--- src/design/rrcs_pkg.sv ---
package rrcs_pkg;

    localparam logic [5:0] RRCS_ADDR_AGC_CTRL0     = 6'h1D;
    localparam logic [5:0] RRCS_ADDR_RSV_A         = 6'h20;
    localparam logic [5:0] RRCS_ADDR_FRONT_END     = 6'h21;
    localparam logic [5:0] RRCS_ADDR_CAL_PUMP      = 6'h23;
    localparam logic [5:0] RRCS_ADDR_CAL_OSC_CUR   = 6'h24;
    localparam logic [5:0] RRCS_ADDR_CAL_COARSE    = 6'h25;
    localparam logic [5:0] RRCS_ADDR_CAL_CTRL      = 6'h26;
    localparam logic [5:0] RRCS_ADDR_RSV_B         = 6'h29;
    localparam logic [5:0] RRCS_ADDR_RSV_C         = 6'h2A;
    localparam logic [5:0] RRCS_ADDR_RSV_D         = 6'h2B;
    localparam logic [5:0] RRCS_ADDR_TEST_TWO      = 6'h2C;
    localparam logic [5:0] RRCS_ADDR_TEST_ONE      = 6'h2D;
    localparam logic [5:0] RRCS_ADDR_TEST_ZERO     = 6'h2E;
    localparam logic [5:0] RRCS_ADDR_PART          = 6'h30;
    localparam logic [5:0] RRCS_ADDR_REVISION      = 6'h31;
    localparam logic [5:0] RRCS_ADDR_FREQ_EST      = 6'h32;
    localparam logic [5:0] RRCS_ADDR_CRC           = 6'h33;
    localparam logic [5:0] RRCS_ADDR_SIGNAL_STRENGTH          = 6'h34;
    localparam logic [5:0] RRCS_ADDR_STATE         = 6'h35;
    localparam logic [5:0] RRCS_ADDR_PKT_STATUS    = 6'h38;
    localparam logic [5:0] RRCS_ADDR_RX_FILL       = 6'h3B;

    localparam logic [7:0] RRCS_RST_AGC_CTRL0      = 8'h91;
    localparam logic [7:0] RRCS_RST_RSV_A          = 8'hF8;
    localparam logic [7:0] RRCS_MASK_RSV_A         = 8'hFB;
    localparam logic [7:0] RRCS_RST_FRONT_END      = 8'h56;
    localparam logic [7:0] RRCS_RST_CAL_PUMP       = 8'hA9;
    localparam logic [7:0] RRCS_RST_CAL_OSC_CUR    = 8'h0A;
    localparam logic [7:0] RRCS_MASK_CAL_OSC_CUR   = 8'h3F;
    localparam logic [7:0] RRCS_RST_CAL_COARSE     = 8'h20;
    localparam logic [7:0] RRCS_MASK_CAL_COARSE    = 8'h3F;
    localparam logic [7:0] RRCS_RST_CAL_CTRL       = 8'h0D;
    localparam logic [7:0] RRCS_MASK_CAL_CTRL      = 8'h7F;
    localparam logic [7:0] RRCS_RST_RSV_B          = 8'h59;
    localparam logic [7:0] RRCS_RST_RSV_C          = 8'h7F;
    localparam logic [7:0] RRCS_RST_RSV_D          = 8'h3F;
    localparam logic [7:0] RRCS_RST_TEST_TWO       = 8'h88;
    localparam logic [7:0] RRCS_KEEP_TEST_TWO      = 8'h81;
    localparam logic [7:0] RRCS_RST_TEST_ONE       = 8'h31;
    localparam logic [7:0] RRCS_KEEP_TEST_ONE      = 8'h35;
    localparam logic [7:0] RRCS_RST_TEST_ZERO      = 8'h0B;

    // field positions
    localparam int RRCS_WAIT_LSB   = 4;
    localparam int RRCS_HOLD_LSB   = 2;
    localparam int RRCS_FLEN_LSB   = 0;
    localparam int RRCS_PUMP_EN_LSB = 4;
    localparam int RRCS_CORE_H_BIT = 5;
    localparam int RRCS_SELCAL_BIT = 1;
    localparam int RRCS_CRC_BIT    = 7;
    localparam int RRCS_CS_BIT     = 6;
    localparam int RRCS_FSTART_BIT = 3;
    localparam int RRCS_GOB_BIT    = 2;
    localparam int RRCS_GOA_BIT    = 0;

    localparam logic [4:0] RRCS_ST_SLEEP    = 5'h00;
    localparam logic [4:0] RRCS_ST_IDLE     = 5'h01;
    localparam logic [4:0] RRCS_ST_CRYSTAL_OFF = 5'h02;
    localparam logic [4:0] RRCS_ST_RX       = 5'h0D;
    localparam logic [4:0] RRCS_ST_RX_END   = 5'h0E;
    localparam logic [4:0] RRCS_ST_RX_RST   = 5'h0F;
    localparam logic [4:0] RRCS_ST_OVERFLOW = 5'h11;

    // discard counts and averaging lengths in channel filter samples; OOK boundary step in dB
    localparam logic [6:0] RRCS_WAIT_UNIT   = 7'h08;
    localparam logic [6:0] RRCS_AVG_BASE    = 7'h08;
    localparam logic [4:0] RRCS_OOK_DB_UNIT = 5'h04;

    typedef enum logic [1:0] {
        RRCS_HOLD_NONE,
        RRCS_HOLD_ON_SYNC,
        RRCS_HOLD_ANALOG,
        RRCS_HOLD_BOTH
    } rrcs_hold_t;

    typedef struct packed {
        logic       wr;
        logic       rd;
        logic [5:0] addr;
        logic [7:0] wdata;
    } rrcs_req_t;

    typedef struct packed {
        logic       cal_done;
        logic [3:0] pump_result;
        logic [4:0] osc_current;
        logic [5:0] coarse;
    } rrcs_cal_t;

    typedef struct packed {
        logic       ook_mode;
        logic [4:0] radio_state;
        logic       wake;
        logic       rx_enter;
        logic       crc_valid;
        logic       crc_match;
        logic       carrier_sense;
        logic       sync_found;
        logic       pkt_end;
        logic       pkt_discard;
        logic       pin_a_raw;
        logic       pin_b_raw;
        logic [7:0] freq_offset;
        logic [7:0] signal_strength;
        logic       rx_overflow;
        logic [6:0] rx_count;
    } rrcs_radio_t;

    typedef struct packed {
        logic [1:0] gain_hold_select;
        logic       osc_select_cal_enable;
        logic       pump_cal_run;
        logic       osc_core_high_select;
        logic [5:0] gain_wait_samples;
        logic [6:0] avg_length;
        logic [4:0] ook_boundary_db;
        logic [7:0] test_two_internal;
        logic [7:0] test_one_internal;
        logic [3:0] pump_current_code;
        logic [4:0] osc_current_code;
        logic [5:0] coarse_code;
    } rrcs_ctrl_t;

endpackage

--- src/design/rrcs_regs.sv ---
`timescale 1ns/1ps
module rrcs_regs #(
    parameter logic [7:0] PART_CODE     = 8'h5A, // arbitrary value
    parameter logic [7:0] REVISION_CODE = 8'h3C  // arbitrary value
) (
    input  wire logic                  mclk,      // system clock
    input  wire logic                  arst_n,    // async reset, active low
    input  wire rrcs_pkg::rrcs_req_t   req,       // register access from spi front end
    output logic [7:0]                 rdata,     // read data, registered
    input  wire logic                  converter_keep_setting, // converter_keep_setting bit
    input  wire rrcs_pkg::rrcs_cal_t   cal,       // synthesizer calibration results
    input  wire rrcs_pkg::rrcs_radio_t radio,     // radio state and status
    output rrcs_pkg::rrcs_ctrl_t       ctrl       // decoded controls to the radio
);
    import rrcs_pkg::*;

    typedef struct packed {
        logic [7:0] agc0;
        logic [7:0] rsv_a;
        logic [7:0] front_end;
        logic [7:0] cal_pump;
        logic [7:0] cal_osc;
        logic [7:0] cal_coarse;
        logic [7:0] cal_ctrl;
        logic [7:0] rsv_b;
        logic [7:0] rsv_c;
        logic [7:0] rsv_d;
        logic [7:0] test_two;
        logic [7:0] test_one;
        logic [7:0] test_zero;
        logic [7:0] test_two_int;
        logic [7:0] test_one_int;
        logic       crc_ok;
        logic       cs;
        logic       fstart;
        logic [7:0] rdata;
    } rrcs_state_t;

    rrcs_state_t s_q;
    rrcs_state_t s_d;

    function automatic logic [7:0] wr_mask(input logic [7:0] old, input logic [7:0] val,
                                            input logic [7:0] mask);
        wr_mask = (val & mask) | (old & ~mask);
    endfunction

    always_comb begin
        s_d       = s_q;
        s_d.rdata = s_q.rdata;

        // wake from sleep: readable copies return to reset, internal copies follow retention
        if (radio.wake) begin
            s_d.rsv_b     = RRCS_RST_RSV_B;
            s_d.rsv_c     = RRCS_RST_RSV_C;
            s_d.rsv_d     = RRCS_RST_RSV_D;
            s_d.test_two  = RRCS_RST_TEST_TWO;
            s_d.test_one  = RRCS_RST_TEST_ONE;
            s_d.test_zero = RRCS_RST_TEST_ZERO;
            s_d.test_two_int = converter_keep_setting ? RRCS_KEEP_TEST_TWO
                                                      : RRCS_RST_TEST_TWO;
            s_d.test_one_int = converter_keep_setting ? RRCS_KEEP_TEST_ONE
                                                      : RRCS_RST_TEST_ONE;
        end

        // calibration results land first so a same-cycle host write overrides them
        if (cal.cal_done) begin
            s_d.cal_pump[3:0]   = cal.pump_result;
            s_d.cal_osc[4:0]    = cal.osc_current;
            s_d.cal_coarse[5:0] = cal.coarse;
        end

        if (req.wr) begin
            case (req.addr)
                RRCS_ADDR_AGC_CTRL0:   s_d.agc0 = req.wdata;
                RRCS_ADDR_RSV_A:       s_d.rsv_a = req.wdata & RRCS_MASK_RSV_A;
                RRCS_ADDR_FRONT_END:   s_d.front_end = req.wdata;
                RRCS_ADDR_CAL_PUMP:    s_d.cal_pump = req.wdata;
                RRCS_ADDR_CAL_OSC_CUR: s_d.cal_osc = req.wdata & RRCS_MASK_CAL_OSC_CUR;
                RRCS_ADDR_CAL_COARSE:  s_d.cal_coarse = req.wdata & RRCS_MASK_CAL_COARSE;
                RRCS_ADDR_CAL_CTRL:    s_d.cal_ctrl = req.wdata & RRCS_MASK_CAL_CTRL;
                RRCS_ADDR_RSV_B:       s_d.rsv_b = req.wdata;
                RRCS_ADDR_RSV_C:       s_d.rsv_c = req.wdata;
                RRCS_ADDR_RSV_D:       s_d.rsv_d = req.wdata;
                RRCS_ADDR_TEST_TWO: begin
                    s_d.test_two     = req.wdata;
                    s_d.test_two_int = req.wdata;
                end
                RRCS_ADDR_TEST_ONE: begin
                    s_d.test_one     = req.wdata;
                    s_d.test_one_int = req.wdata;
                end
                RRCS_ADDR_TEST_ZERO:   s_d.test_zero = req.wdata;
                default: ;
            endcase
        end

        // status flags: for crc_ok and fstart a set in the same cycle as a clear wins; cs is forced clear in idle
        if (radio.rx_enter) begin
            s_d.crc_ok = 1'b0;
        end
        if (radio.crc_valid) begin
            s_d.crc_ok = radio.crc_match;
        end

        if (radio.radio_state == RRCS_ST_IDLE) begin
            s_d.cs = 1'b0;
        end else begin
            s_d.cs = radio.carrier_sense;
        end

        if (radio.pkt_end || radio.pkt_discard ||
            radio.radio_state == RRCS_ST_OVERFLOW) begin
            s_d.fstart = 1'b0;
        end
        if (radio.sync_found) begin
            s_d.fstart = 1'b1;
        end

        // read mux; sleep and crystal-off codes pass through but the host never sees them
        if (req.rd) begin
            case (req.addr)
                RRCS_ADDR_AGC_CTRL0:   s_d.rdata = s_q.agc0;
                RRCS_ADDR_RSV_A:       s_d.rdata = s_q.rsv_a;
                RRCS_ADDR_FRONT_END:   s_d.rdata = s_q.front_end;
                RRCS_ADDR_CAL_PUMP:    s_d.rdata = s_q.cal_pump;
                RRCS_ADDR_CAL_OSC_CUR: s_d.rdata = s_q.cal_osc;
                RRCS_ADDR_CAL_COARSE:  s_d.rdata = s_q.cal_coarse;
                RRCS_ADDR_CAL_CTRL:    s_d.rdata = s_q.cal_ctrl;
                RRCS_ADDR_RSV_B:       s_d.rdata = s_q.rsv_b;
                RRCS_ADDR_RSV_C:       s_d.rdata = s_q.rsv_c;
                RRCS_ADDR_RSV_D:       s_d.rdata = s_q.rsv_d;
                RRCS_ADDR_TEST_TWO:    s_d.rdata = s_q.test_two;
                RRCS_ADDR_TEST_ONE:    s_d.rdata = s_q.test_one;
                RRCS_ADDR_TEST_ZERO:   s_d.rdata = s_q.test_zero;
                RRCS_ADDR_PART:        s_d.rdata = PART_CODE;
                RRCS_ADDR_REVISION:    s_d.rdata = REVISION_CODE;
                RRCS_ADDR_FREQ_EST:
                    s_d.rdata = radio.ook_mode ? 8'h00 : radio.freq_offset;
                RRCS_ADDR_CRC:
                    s_d.rdata = {s_q.crc_ok, 7'h00};
                RRCS_ADDR_SIGNAL_STRENGTH:        s_d.rdata = radio.signal_strength;
                RRCS_ADDR_STATE:       s_d.rdata = {3'h0, radio.radio_state};
                RRCS_ADDR_PKT_STATUS: begin
                    s_d.rdata = 8'h00;
                    s_d.rdata[RRCS_CRC_BIT] = s_q.crc_ok;
                    s_d.rdata[RRCS_CS_BIT]  = s_q.cs;
                    s_d.rdata[RRCS_FSTART_BIT] = s_q.fstart;
                    s_d.rdata[RRCS_GOB_BIT] = radio.pin_b_raw;
                    s_d.rdata[RRCS_GOA_BIT] = radio.pin_a_raw;
                end
                RRCS_ADDR_RX_FILL:
                    s_d.rdata = {radio.rx_overflow, radio.rx_count};
                default:               s_d.rdata = 8'h00;
            endcase
        end
    end

    always_ff @(posedge mclk or negedge arst_n) begin
        if (!arst_n) begin
            s_q.agc0         <= RRCS_RST_AGC_CTRL0;
            s_q.rsv_a        <= RRCS_RST_RSV_A;
            s_q.front_end    <= RRCS_RST_FRONT_END;
            s_q.cal_pump     <= RRCS_RST_CAL_PUMP;
            s_q.cal_osc      <= RRCS_RST_CAL_OSC_CUR;
            s_q.cal_coarse   <= RRCS_RST_CAL_COARSE;
            s_q.cal_ctrl     <= RRCS_RST_CAL_CTRL;
            s_q.rsv_b        <= RRCS_RST_RSV_B;
            s_q.rsv_c        <= RRCS_RST_RSV_C;
            s_q.rsv_d        <= RRCS_RST_RSV_D;
            s_q.test_two     <= RRCS_RST_TEST_TWO;
            s_q.test_one     <= RRCS_RST_TEST_ONE;
            s_q.test_zero    <= RRCS_RST_TEST_ZERO;
            s_q.test_two_int <= RRCS_RST_TEST_TWO;
            s_q.test_one_int <= RRCS_RST_TEST_ONE;
            s_q.crc_ok       <= 1'b0;
            s_q.cs           <= 1'b0;
            s_q.fstart       <= 1'b0;
            s_q.rdata        <= 8'h00;
        end else begin
            s_q <= s_d;
        end
    end

    assign rdata = s_q.rdata;

    // decoded controls; multiplies kept to small widths
    always_comb begin
        ctrl = '0;
        ctrl.gain_wait_samples = 6'((s_q.agc0[RRCS_WAIT_LSB +: 2] + 3'h1)
                                    * RRCS_WAIT_UNIT);
        ctrl.gain_hold_select  = s_q.agc0[RRCS_HOLD_LSB +: 2];
        ctrl.avg_length        = RRCS_AVG_BASE << s_q.agc0[RRCS_FLEN_LSB +: 2];
        ctrl.ook_boundary_db   = 5'((s_q.agc0[RRCS_FLEN_LSB +: 2] + 3'h1)
                                    * RRCS_OOK_DB_UNIT);
        ctrl.osc_select_cal_enable = s_q.test_zero[RRCS_SELCAL_BIT];
        ctrl.pump_cal_run      = |s_q.cal_pump[RRCS_PUMP_EN_LSB +: 2];
        ctrl.osc_core_high_select = s_q.cal_osc[RRCS_CORE_H_BIT];
        ctrl.test_two_internal = s_q.test_two_int;
        ctrl.test_one_internal = s_q.test_one_int;
        ctrl.pump_current_code = s_q.cal_pump[3:0];
        ctrl.osc_current_code  = s_q.cal_osc[4:0];
        ctrl.coarse_code       = s_q.cal_coarse[5:0];
    end

endmodule

--- config.mk ---
export PLATFORM = sky130hd
export DESIGN_NAME = rrcs_regs
export DESIGN_NICKNAME = d
export VERILOG_FILES = /design/src/design/rrcs_pkg.sv /design/src/design/rrcs_regs.sv
export SDC_FILE = /design/constraint.sdc
export NUM_CORES = 1
export LEC_CHECK = 0
export BUFFER_PORTS_ARGS = -buffer_cell sky130_fd_sc_hd__buf_4
export CAP_MARGIN = 20
export CORE_ASPECT_RATIO = 0.9
export CORE_MARGIN = 4
export CORE_UTILIZATION = 55
export CTS_CLUSTER_DIAMETER = 50
export DETAILED_ROUTE_END_ITERATION = 10
export HOLD_SLACK_MARGIN = 0.15
export PLACE_DENSITY = 0.88
export SLEW_MARGIN = 20
export SYNTH_ARGS = -nofsm -noshare
export SYNTH_HDL_FRONTEND = slang
export SYNTH_SLANG_ARGS = --single-unit
--- constraint.sdc ---
create_clock -name mclk -period 2.64 [get_ports mclk]
set_input_delay 0.132 -clock mclk [delete_from_list [all_inputs] [get_ports mclk]]
set_output_delay 0.132 -clock mclk [all_outputs]
set_load 0.01 [all_outputs]
==> run summary, run 1 <==
The flow ran to the end, and the final reports show no timing, DRC or antenna violations. The final cycle utilization of the critical path is 0.986, and the horizontal die dimension is 125 um. The internal power of the cells totals 3.86 mW. The number of enable-type register cells in the synthesized netlist was 0. The wire length reported by the detailed router came out at 23,100 um. For the pin with the worst max-slew slack, the measured transition is 966 ps. Setup violations remaining at the end of the flow were counted as 0.

In this run the worst hold path is classified as in2reg. The combinational group share of total power came out at 0.151. The run gives 0.428 as the clock share of power. The worst reg2reg path depth works out to 7. Walking the worst path, the cells encountered are mux2_2 > and3_1 > a41oi_2 > nand4_1 > dlygate4sd3_1 > o22a_1 > dlygate4sd3_1. Detailed-routing iteration count for the pre-antenna-repair pass: 7.

The worst setup path is launched from a flip-flop. The sequential element share of the synthesized area came out at 0.469. For the sum of internal, switching and leakage power, the log shows 5.20 mW. TritonCTS built the clock tree. The die span in y came out at 114 um. Clock tree synthesis selected as its root buffer the cell sky130_fd_sc_hd__clkbuf_16. In this run the critical register-to-register path is launched from s_q[66]. Together, buffers and inverters on the worst path number 2.

Counting the buffers created by CTS gives 17. By instance count, the cell type seen most on the critical path is sky130_fd_sc_hd__dlygate4sd3_1. The worst-case clock skew is 7.72 ps, and the via count of the first global-routing pass is 6,130. The count of final hold-check violations was 0.

In the routed layout, each cell is associated on average with a via count of 6.19. The data required time of the worst path was 2940 ps. The tools report the initial antenna violation count as 0. For the register-to-register setup slack, the log shows 40 ps. The run gives 0.327 as the total global routing track utilization. Among all flip-flop cells after synthesis, the most frequent one is sky130_fd_sc_hd__dfrtp_1. The wire-length estimate of the detail-placed layout is 15,300 um.

STA classifies the critical path endpoint as a flip-flop. The largest net degree at the start of global routing came out at 70. 0 antenna diodes ended up in the layout. After detailed routing, the average wire length per cell comes to 24.1 um. During I/O placement, the number of pins put on the boundary was 137. The logs give 0.989 for the weighted congestion at the end of routability-driven global placement and 0.500 mV for the worst voltage drop across the vdd grid. The fraction of layout instances using a drive strength above 1 is 0.340, and the sequential share of power is 0.421.

Across all layers, the routed design uses 5,938 vias. The net switching fraction of the power is 0.257. The path with the worst hold slack has its endpoint at s_q[130]. The share of synthesized flip-flops with an asynchronous set or reset is 1.00. In this run the most critical hold path is launched from req[15]. The number of stages on the worst hold path works out to 3. The tools report the number of buffers on the longest clock path as 2. In this run the power density over the cells is 604 mW/mm^2.

Relative to the synthesized area, the layout overhead comes to 26.4%. The maximum fanout along the worst path was 2. Counting I/O delays and the setup requirement, the final critical path takes 2600 ps. Setup repair after global routing left no endpoint under its margin. The relative max-transition margin is 0.354, and the number of flip-flops and latches in the synthesized netlist is 125.

For this design, the slowest cell found on the critical path is sky130_fd_sc_hd__dlygate4sd3_1. Leakage power total: 3.90 nW. The net count of the finished layout is 866.

Number of nets with antenna violations after detailed routing: 0. Input and output buffers added on the ports amount to 128. CTS built an H-tree with a depth of 4. For this run, the number of Yosys warnings is 0. The top achievable clock speed is 384 MHz, and the number of distinct library cell variants in the gate-level netlist after synthesis is 63. After synthesis the cells add up to 0.00682 mm^2. The total overflow reported by the global router is 0, and the count of pins over their slew limit is 0. The tree built by TritonCTS fans out to 125 sinks. In the layout the commonest cells are sky130_fd_sc_hd__buf_4 (140), sky130_fd_sc_hd__dfrtp_1 (73), sky130_fd_sc_hd__dlygate4sd3_1 (63), sky130_fd_sc_hd__nand2_1 (52), sky130_fd_sc_hd__dfstp_2 (52). The die covers 0.0142 mm^2. Clock latency on the worst-skew pair, taken at its later pin, is 420 ps. Each instance of the synthesized netlist takes up on average 10.3 um^2. The floorplan has 38 rows. After clock tree synthesis, the clock-pin slew on the worst setup and hold paths is 60 ps.

The tools report the critical register-to-register path endpoint as rdata[7]. Summed over all nets, the switching power comes to 1.34 mW. The tools report the iteration-0 DRC count of the detailed router as 706. The placeable core region is 0.0121 mm^2. The run gives 0 as the reported max-cap violation count. Broken down by cell family, the worst path's largest delay share belongs to buffers and inverters. Summed over all failing endpoints, the final setup total negative slack is 0 ps.

The library cell used most frequently in the layout, excluding fill and tap cells, is sky130_fd_sc_hd__buf_4. The tools report the arrival time of data at the critical path endpoint as 2900 ps. The run gives 0.564 as the initial cell density of the core. In the routed design, unresolved DRC markers number 0.

The delay of the slowest cell on the worst path was 580 ps; the global-route wire length before repair was 35,300 um. The cell count after synthesis came out at 663. The classification of the worst setup path was reg2reg. The tools report the filler cell count as 870.
-- flip-flops by register name, indices dropped and copies added (netlist names) --
register / flops
s_q: 82
ctrl: 35
rdata: 8
-- power groups by stage --
stage	combinational [mW]	clock, mW	sequential, mW
2_1_floorplan	0.415	0	2.16
3_3_place_gp	0.655	0	2.21
3_5_place_dp	0.675	0	2.21
4_1_cts	0.770	2.23	2.19
5_1_grt	0.842	2.33	2.20
6_report	0.785	2.23	2.19
-- cell usage after synthesis, types with 11 or more instances --
cell type | count | area [um^2]
sky130_fd_sc_hd__nand2_1 | 52 | 195
sky130_fd_sc_hd__a32oi_1 | 13 | 114
sky130_fd_sc_hd__o21ai_0 | 40 | 200
sky130_fd_sc_hd__dfstp_2 | 52 | 1370
sky130_fd_sc_hd__clkbuf_1 | 22 | 82.6
sky130_fd_sc_hd__o22a_1 | 11 | 96.3
sky130_fd_sc_hd__nand3_1 | 15 | 75.1
sky130_fd_sc_hd__nand3b_1 | 11 | 82.6
sky130_fd_sc_hd__and3_1 | 22 | 138
sky130_fd_sc_hd__a21oi_1 | 32 | 160
sky130_fd_sc_hd__a22oi_1 | 14 | 105
sky130_fd_sc_hd__nor2_1 | 50 | 188
sky130_fd_sc_hd__mux2_2 | 33 | 372
sky130_fd_sc_hd__buf_2 | 19 | 95.1
sky130_fd_sc_hd__buf_4 | 56 | 420
sky130_fd_sc_hd__a22o_1 | 15 | 131
sky130_fd_sc_hd__mux2i_1 | 25 | 250
sky130_fd_sc_hd__dfrtp_1 | 73 | 1830
-- what timing repair did --
item                       CTS  global route
buffers inserted             0             0
gates resized for setup      0             1
hold endpoints to repair   141             0
hold buffers                63             0
setup endpoints to repair    0             1
-- layout make-up --
| cell class | count | area, um^2 | area share |
|---|---|---|---|
| inverter | 8 | 30.0 | 0.00349 |
| sequential | 125 | 3190 | 0.371 |
| timing repair buffer | 204 | 1700 | 0.198 |
| tap | 160 | 200 | 0.0232 |
| clock inverter | 7 | 62.6 | 0.00726 |
| multi-input combinational | 430 | 2930 | 0.340 |
| clock buffer | 25 | 497 | 0.0577 |
-- metrics by stage --
step	cells	area [um^2]	setup slack [ps]	util	hold slack [ps]
final	959	8610	35.7	0.713	183
after floorplan	670	6840	1130	-	-164
after CTS	959	8600	68.7	0.712	160
after detailed placement	864	7410	516	0.614	10.3
after global routing	959	8610	13.6	0.713	205
after global placement	864	7410	504	0.614	2.02
-- worst register-to-register path, delay by kind of cell, from the launching register on --
| kind | cells | cell delay [ps] |
|---|---|---|
| AO/OA/AOI/OAI | 2 | 370 |
| flip-flops | 1 | 380 |
| AND/OR/NAND/NOR | 2 | 320 |
| multiplexers | 1 | 270 |
| buffers and inverters | 2 | 1130 |
-- routing by layer --
| layer | vias up | GRT usage | share of wire |
|---|---|---|---|
| met5 | - | 0 | 0 |
| met4 | 0 | 0.103 | 0.020 |
| met3 | 34 | 0.0993 | 0.11 |
| met2 | 386 | 0.535 | 0.48 |
| met1 | 2937 | 0.423 | 0.39 |
| li1 | 2581 | - | - |
-- cell families after synthesis --
group	after synthesis	share of synthesized area
AND/OR/NAND/NOR	199	0.152
multiplexers	58	0.0912
other	1	0.000550
flip-flops	125	0.469
adder cells (fa/ha/maj)	5	0.00918
buffers and inverters	115	0.108
AO/OA/AOI/OAI	160	0.171
-- how the worst max path moves through the flow --
stage,start,to,slack (ps),depth (start not counted)
after floorplan,req[10],rdata[0],1130,8
final,s_q[66],rdata[7],40,7
after global placement,req[11],rdata[1],500,6
after detailed placement,req[11],rdata[1],520,6
after global routing,s_q[66],rdata[7],10,7
after CTS,s_q[66],rdata[7],70,7
(Power assumes the default switching activity.)
==> run 2, diff against run 1 <==
Settings changed: CORE_UTILIZATION 55 to 40, PLACE_DENSITY 0.88 to 0.69.
==> run 2 against run 1 <==
Against the previous run: cell count up 4.9%; clock skew about the same; via count shrank 1.0%; count of clock-buffer cells in the layout down 6; maximum frequency rose by 3.0%; sequential share of layout area decreased by 0.24 points; worst setup slack better by 75 ps; flip-flop and latch count is the same; first-iteration DRC count rose by 0.99%; core utilization decreased by 18 points; die area grew 35%; critical path type is now in2reg; critical endpoint is now rdata[2].
==> run summary, run 2 (synthesized netlist as in run 1, its figures left out) <==
The flow ran to the end, and the final reports show no timing, DRC or antenna violations. The tools report the count of final hold-check violations as 0. Power spread over the standard cell area amounts to 609 mW/mm^2. The die span in y works out to 132 um. Pin placement for this block handled 137 I/O pins.

The worst path in the final design needs a cycle of 2530 ps, including I/O delays and setup. The critical path goes through buf_4 > nor2b_1 > buf_4 > and2_4 > a222oi_1 > nand3_1 > dlygate4sd3_1 > o22a_1 > dlygate4sd3_1. The number of flip-flops in the largest register came out at 82. The tools report the pre-CTS setup slack as 652 ps. The library cells used most frequently in the layout, excluding fill and tap cells, are sky130_fd_sc_hd__buf_4 (145), sky130_fd_sc_hd__dfrtp_1 (73), sky130_fd_sc_hd__dlygate4sd3_1 (58), sky130_fd_sc_hd__nand2_1 (52), sky130_fd_sc_hd__dfstp_2 (52). The routed layout has 5,877 vias.

The run gives 1 as the initial antenna violation count. The path with the worst hold slack has its endpoint at rdata[0]. The area occupied by multi-input gates is 0.00292 mm^2, and the clock transition at the registers of the reported paths is 60 ps.

The worst hold path was traced through 4 stages. Input and output buffers added on the ports amount to 128. The final cycle utilization of the critical path works out to 0.958.

TritonCTS built the clock tree. Clock tree root driver cell: sky130_fd_sc_hd__clkbuf_16. The tools report the relative max-transition margin as 0.439. Transition time at the pin with the least slew margin: 830 ps. Between clock sinks in the finished design, the worst skew comes to 7.81 ps. The library cell used most frequently in the layout, excluding fill and tap cells, is sky130_fd_sc_hd__buf_4.

The run gives 0 as the total overflow reported by the global router. The run gives 0 as the number of nets with antenna violations after detailed routing. Hold timing on the final database bottoms out at a slack of 169 ps. The die is 146 um wide.

In this run, the number of DRC markers left after iteration 0 of detailed routing was 713. The setup slack of the critical path after layout was 111 ps. Dividing the detail-routed via count by the number of cells gives 5.84. The tools report the count of pins over their slew limit as 0. Number of nets in the final layout: 866. Counting every sink on the clock net gives 125. Tracing the worst setup path back leads to its startpoint at req[11]. The tools report the sort of element at the start of the critical path as an input pin. The floorplan has 44 rows. Number of failing setup endpoints in the final timing report: 0.

In this run the critical register-to-register path is launched from s_q[109]. For the setup fix buffers added after clock tree synthesis, the log shows 0. Setup repair after global routing left no endpoint under its margin.

The fraction of layout instances using a drive strength above 1 is 0.350. After detailed routing, the average wire length per cell comes to 23.9 um. For the number of antenna cells inserted, the log shows 0. Across the VDD grid, the largest voltage drop is 0.340 mV. Ranked by flip-flop count, first place goes to s_q. The clock reaches the later pin of the worst-skew pair after 420 ps.

The total area inside the core boundary comes to 0.0164 mm^2. At the worst endpoint, the required time is 2940 ps. The H-tree generated during clock tree synthesis spans 4 levels.

Entering global routing, the biggest net connects 59 pins. In this run the critical register-to-register path is captured at rdata[2]. The post-synthesis to final-layout area growth came out at 27.2%.

The reported max-cap violation count was 0; the filler cell count was 1,446. The largest single stage delay on the critical path is 580 ps. The initial cell density of the core was 0.415; the register-to-register setup slack was 490 ps. The tools report the number of buffers on the longest clock path as 2.

For this run, design rule violations remaining after detail routing come to 0. The run gives 5 as the detailed-routing iteration count for the pre-antenna-repair pass. Wires add up to 24,000 um. Classification of the worst setup path: in2reg. The critical path's slowest cell is sky130_fd_sc_hd__dlygate4sd3_1.

For the via count of the first global-routing pass, the log shows 6,079. Across the whole layout, storage elements account for 0.00319 mm^2. The worst register-to-register path has a depth of 5. The worst setup path is captured at a flip-flop. The run gives 0.957 as the weighted congestion at the end of routability-driven global placement.

In this run the most critical hold path is launched from radio[0]. For the arrival time of data at the critical path endpoint, the log shows 2830 ps. Setup total negative slack on the finished layout was measured at 0 ps.

For the full die area, the log shows 0.0192 mm^2. Leakage power total: 3.91 nW. Class of the tightest hold or removal check: in2reg. The total global routing track utilization is 0.248, and the detailed placement HPWL is 16,600 um. The number of buffers inserted during clock tree synthesis is 17, and the maximum fanout along the worst path is 25. Timing would allow up to 395 MHz.

The global-route wire length before repair came out at 36,800 um.
[run 2: changes by cell type in the layout (fill, tap and decap cells not counted), sizes merged]
cell / before / now
dlygate4sd3: 63 / 58
clkinvlp: 1 / 0
clkinv: 5 / 9
bufinv: 1 / 2
buf: 141 / 146
inv: 8 / 10
clkbuf: 25 / 19
[run 2: report_power, final]
group	internal (mW)	total, mW	switching (mW)
registers	2.08	2.18	0.106
clock network	1.39	2.31	0.919
logic	0.389	0.781	0.392
[run 2: final cells by class]
| class | instances | share of cell area |
|---|---|---|
| repair buffers | 204 | 0.195 |
| clock inverters | 13 | 0.0163 |
| well taps | 207 | 0.0299 |
| clock buffers | 19 | 0.0499 |
| flip-flops and latches | 125 | 0.368 |
| multi-input cells | 430 | 0.337 |
| inverters | 8 | 0.00346 |
[run 2: through the flow]
stage	cell area (um^2)	util	total power, mW	cells
final	8670	0.528	5.28	1006
after global routing	8670	0.528	5.45	1006
after CTS	8670	0.528	5.28	1006
after detailed placement	7510	0.458	2.90	916
after global placement	7510	0.458	2.88	916
after floorplan	6840	-	2.58	670
[run 2: how the worst max path moves through the flow]
| stage | endpoint | slack, ps | depth (start not counted) |
|---|---|---|---|
| finish | rdata[2] | 110 | 9 |
| global route | rdata[2] | 70 | 9 |
| CTS | rdata[4] | 60 | 8 |
| detailed placement | rdata[1] | 650 | 6 |
| global placement | s_q[103] | 680 | 5 |
| floorplan | rdata[0] | 1130 | 8 |
[run 2: worst max-delay path, delay by kind of cell]
family / cells / cell delay (ps)
buf+inv: 4 / 1650
compound gates: 2 / 520
simple gates: 3 / 500
[run 2: metal layers]
metal	up-vias	routed length, um	GRT usage
li1	2584	-	-
met1	2890	10100	0.327
met2	338	11200	0.395
met3	63	2110	0.0718
met4	2	647	0.0781
met5	-	11	0
[run 2: what timing repair did]
action,CTS,global route
endpoints found under the hold margin,90,0
resized for setup,0,1
hold buffers,58,0
endpoints found under the setup margin,0,3
==> run 3, diff against run 2 <==
Settings changed: BUFFER_PORTS_ARGS -buffer_cell sky130_fd_sc_hd__buf_4 to -buffer_cell sky130_fd_sc_hd__buf_2, CTS_CLUSTER_SIZE set to 8, SKIP_LAST_GASP set to 1.
==> run 3 against run 2 <==
Against the previous run: critical path type unchanged; sequential power about the same; power increased by 0.32%; cell count decreased by 0.50%; critical path depth decreased by 1; register-to-register slack got worse by 190 ps; combinational power decreased by 13%; largest cell class unchanged.
==> run summary, run 3 (synthesized netlist as in run 1, its figures left out) <==
Across the run, the number of max-cap violations was 0. Data on the critical path is required at its endpoint by 2950 ps. The die is 146 um wide. The leakage power total came out at 3.81 nW.

Using the TritonRoute via totals, the vias-per-cell ratio works out to 5.74. Leaving out fill and tap cells, the most frequent cell in the layout is sky130_fd_sc_hd__buf_2. Pin placement for this block handled 137 I/O pins. The repair_antennas step left the layout with diodes totalling 0. The delay of the slowest cell on the worst path is 590 ps. The total global routing track utilization came out at 0.227. The tightest min-delay check is of the in2reg type.

The sequential cells in the finished layout cover a total of 0.00319 mm^2. The count of pins over their slew limit was 0; the relative max-transition margin was 0.478. The run gives 0 as the initial antenna violation count. The logs give 44 for the standard-cell row count and 2 for the number of buffers on the longest clock path.

The count of nets left with antenna violations once routing finished came out at 0. Setup total negative slack on the finished layout was measured at 0 ps. The maximum fanout along the worst path was 16.

The weighted congestion at the end of routability-driven global placement is 0.982, and the number of flip-flops in the largest register is 82. The insertion delay to the later sink of the worst-skew pair is 430 ps. The floorplan step set the die height to 132 um. The placeable core region was 0.0164 mm^2; the arrival time of data at the critical path endpoint was 2820 ps. The top cell types in the final layout, fill and taps aside, are sky130_fd_sc_hd__buf_2 (127), sky130_fd_sc_hd__dfrtp_1 (73), sky130_fd_sc_hd__dlygate4sd3_1 (53), sky130_fd_sc_hd__nand2_1 (52), sky130_fd_sc_hd__dfstp_2 (52).

The tools report the deepest level of the CTS H-tree as 4. After clock tree synthesis, the clock-pin slew on the worst setup and hold paths is 60 ps. The run gives 128 ps as the setup slack of the critical path after layout. The final cycle utilization of the critical path is 0.951, and the pre-CTS setup slack is 618 ps. The count of buffering cells on the critical path with inverters included was 4. The tools report the global-route wire length before repair as 33,700 um.

By startpoint and endpoint, the worst setup path is classified as in2reg. The transition time at the pin with the least slew margin came out at 784 ps. The count of input and output buffers is 128, and the power density normalized to cell area is 635 mW/mm^2. The total overflow reported by the global router came out at 0.

The via count of the first global-routing pass came out at 5,664. Derived from the worst setup path, the maximum achievable clock frequency is 398 MHz. The area occupied by multi-input gates came out at 0.00292 mm^2.

STA classifies the critical path startpoint as an input pin. The die covers 0.0192 mm^2. IR analysis of the VDD net gives a maximum drop of 0.343 mV. After detailed routing, the average wire length per cell comes to 21.8 um. The worst setup path is captured at a flip-flop. The clock net sink count came out at 125. The minimum period implied by the final worst setup slack works out to 2510 ps. TritonCTS built the clock tree. The tree is rooted in a sky130_fd_sc_hd__clkbuf_16. The detailed placement HPWL was 14,900 um; the filler cell count was 1,468. Setup violations remaining at the end of the flow were counted as 0. The register with the most flip-flops in the final layout is s_q. For this block, the routed nets add up to 21,900 um of wire.

The run gives 17 as the number of buffers inserted during clock tree synthesis. Setup repair after global routing left no endpoint under its margin. The cell family contributing the most delay on the critical path was buffers and inverters. The count of final hold-check violations is 0, and the number of DRC violations after detailed routing is 0. The routed layout has 5,745 vias. Clock skew on the completed layout was measured at 6.86 ps. The flow ran to the end, and the final reports show no timing, DRC or antenna violations.

The signal on the critical path passes through buf_2 > and4bb_1 > buf_4 > a32oi_1 > nand4_1 > dlygate4sd3_1 > o221a_1 > dlygate4sd3_1. Post-synthesis to final-layout area growth: 22.4%. Fraction of layout instances using a drive strength above 1: 0.354. The initial cell density of the core came out at 0.415. Most frequent cell on the critical path: sky130_fd_sc_hd__dlygate4sd3_1. The detailed-routing iteration count for the pre-antenna-repair pass was 6. After the last flow step, the layout net total stands at 861. After the first detailed-routing iteration, the DRC count stood at 713.

Critical path's slowest cell: sky130_fd_sc_hd__dlygate4sd3_1. Largest net degree at the start of global routing: 57.
-- run 3: layout make-up --
| class | count | area share |
|---|---|---|
| Clock buffer | 20 | 0.0547 |
| Clock inverter | 12 | 0.0190 |
| Inverter | 8 | 0.00360 |
| Multi-Input combinational cell | 430 | 0.350 |
| Sequential cell | 125 | 0.383 |
| Tap cell | 207 | 0.0310 |
| Timing Repair Buffer | 199 | 0.158 |
-- run 3: power by group --
part           switching (mW)  internal, mW  leakage [nW]
clock network           0.896          1.54         0.297
registers               0.102          2.08          1.51
logic                   0.368         0.309          2.00
-- run 3: metal layers --
| layer | share of wire | GRT usage | up-vias |
|---|---|---|---|
| met5 | 0 | 0 | - |
| met4 | 0.032 | 0.0897 | 0 |
| met3 | 0.090 | 0.0663 | 55 |
| met2 | 0.45 | 0.351 | 315 |
| met1 | 0.42 | 0.300 | 2791 |
| li1 | - | - | 2584 |
-- run 3: per-stage QoR --
| stage | hold WS (ps) | utilization | std cells | cell area (um^2) | total power [mW] |
|---|---|---|---|---|---|
| global route | 186 | 0.508 | 1001 | 8340 | 5.47 |
| CTS | 154 | 0.508 | 1001 | 8340 | 5.31 |
| floorplan | -164 | - | 670 | 6840 | 2.58 |
| detailed placement | 205 | 0.438 | 916 | 7190 | 2.80 |
| finish | 175 | 0.508 | 1001 | 8340 | 5.29 |
| global placement | 200 | 0.438 | 916 | 7190 | 2.79 |
-- run 3: what timing repair did --
item | CTS | global route
hold endpoints to repair | 95 | 0
setup endpoints to repair | 0 | 2
buffers inserted | 0 | 0
gates resized for setup | 0 | 1
hold buffers | 53 | 0
-- run 3: worst paths after layout --
| check | startpoint | to | slack (ps) | cells after the start |
|---|---|---|---|---|
| max | req[9] | rdata[0] | 130 | 8 |
| max in group asynchronous | arst_n | s_q[104] | 1520 | 3 |
| min reg2reg | s_q[114] | s_q[114] | 480 | 2 |
| min in group asynchronous | arst_n | s_q[49] | 290 | 2 |
| max reg2reg | s_q[27] | rdata[0] | 300 | 7 |
| min | radio[19] | rdata[3] | 180 | 4 |
-- run 3: worst register-to-register path, cell delays in order (launching register included) --
cell and delay, ps:
sky130_fd_sc_hd__dfstp_2 540, sky130_fd_sc_hd__mux2i_1 70, sky130_fd_sc_hd__o2bb2ai_1 160, sky130_fd_sc_hd__nand2_1 100, sky130_fd_sc_hd__nand4_1 120, sky130_fd_sc_hd__dlygate4sd3_1 560, sky130_fd_sc_hd__o221a_1 180, sky130_fd_sc_hd__dlygate4sd3_1 550
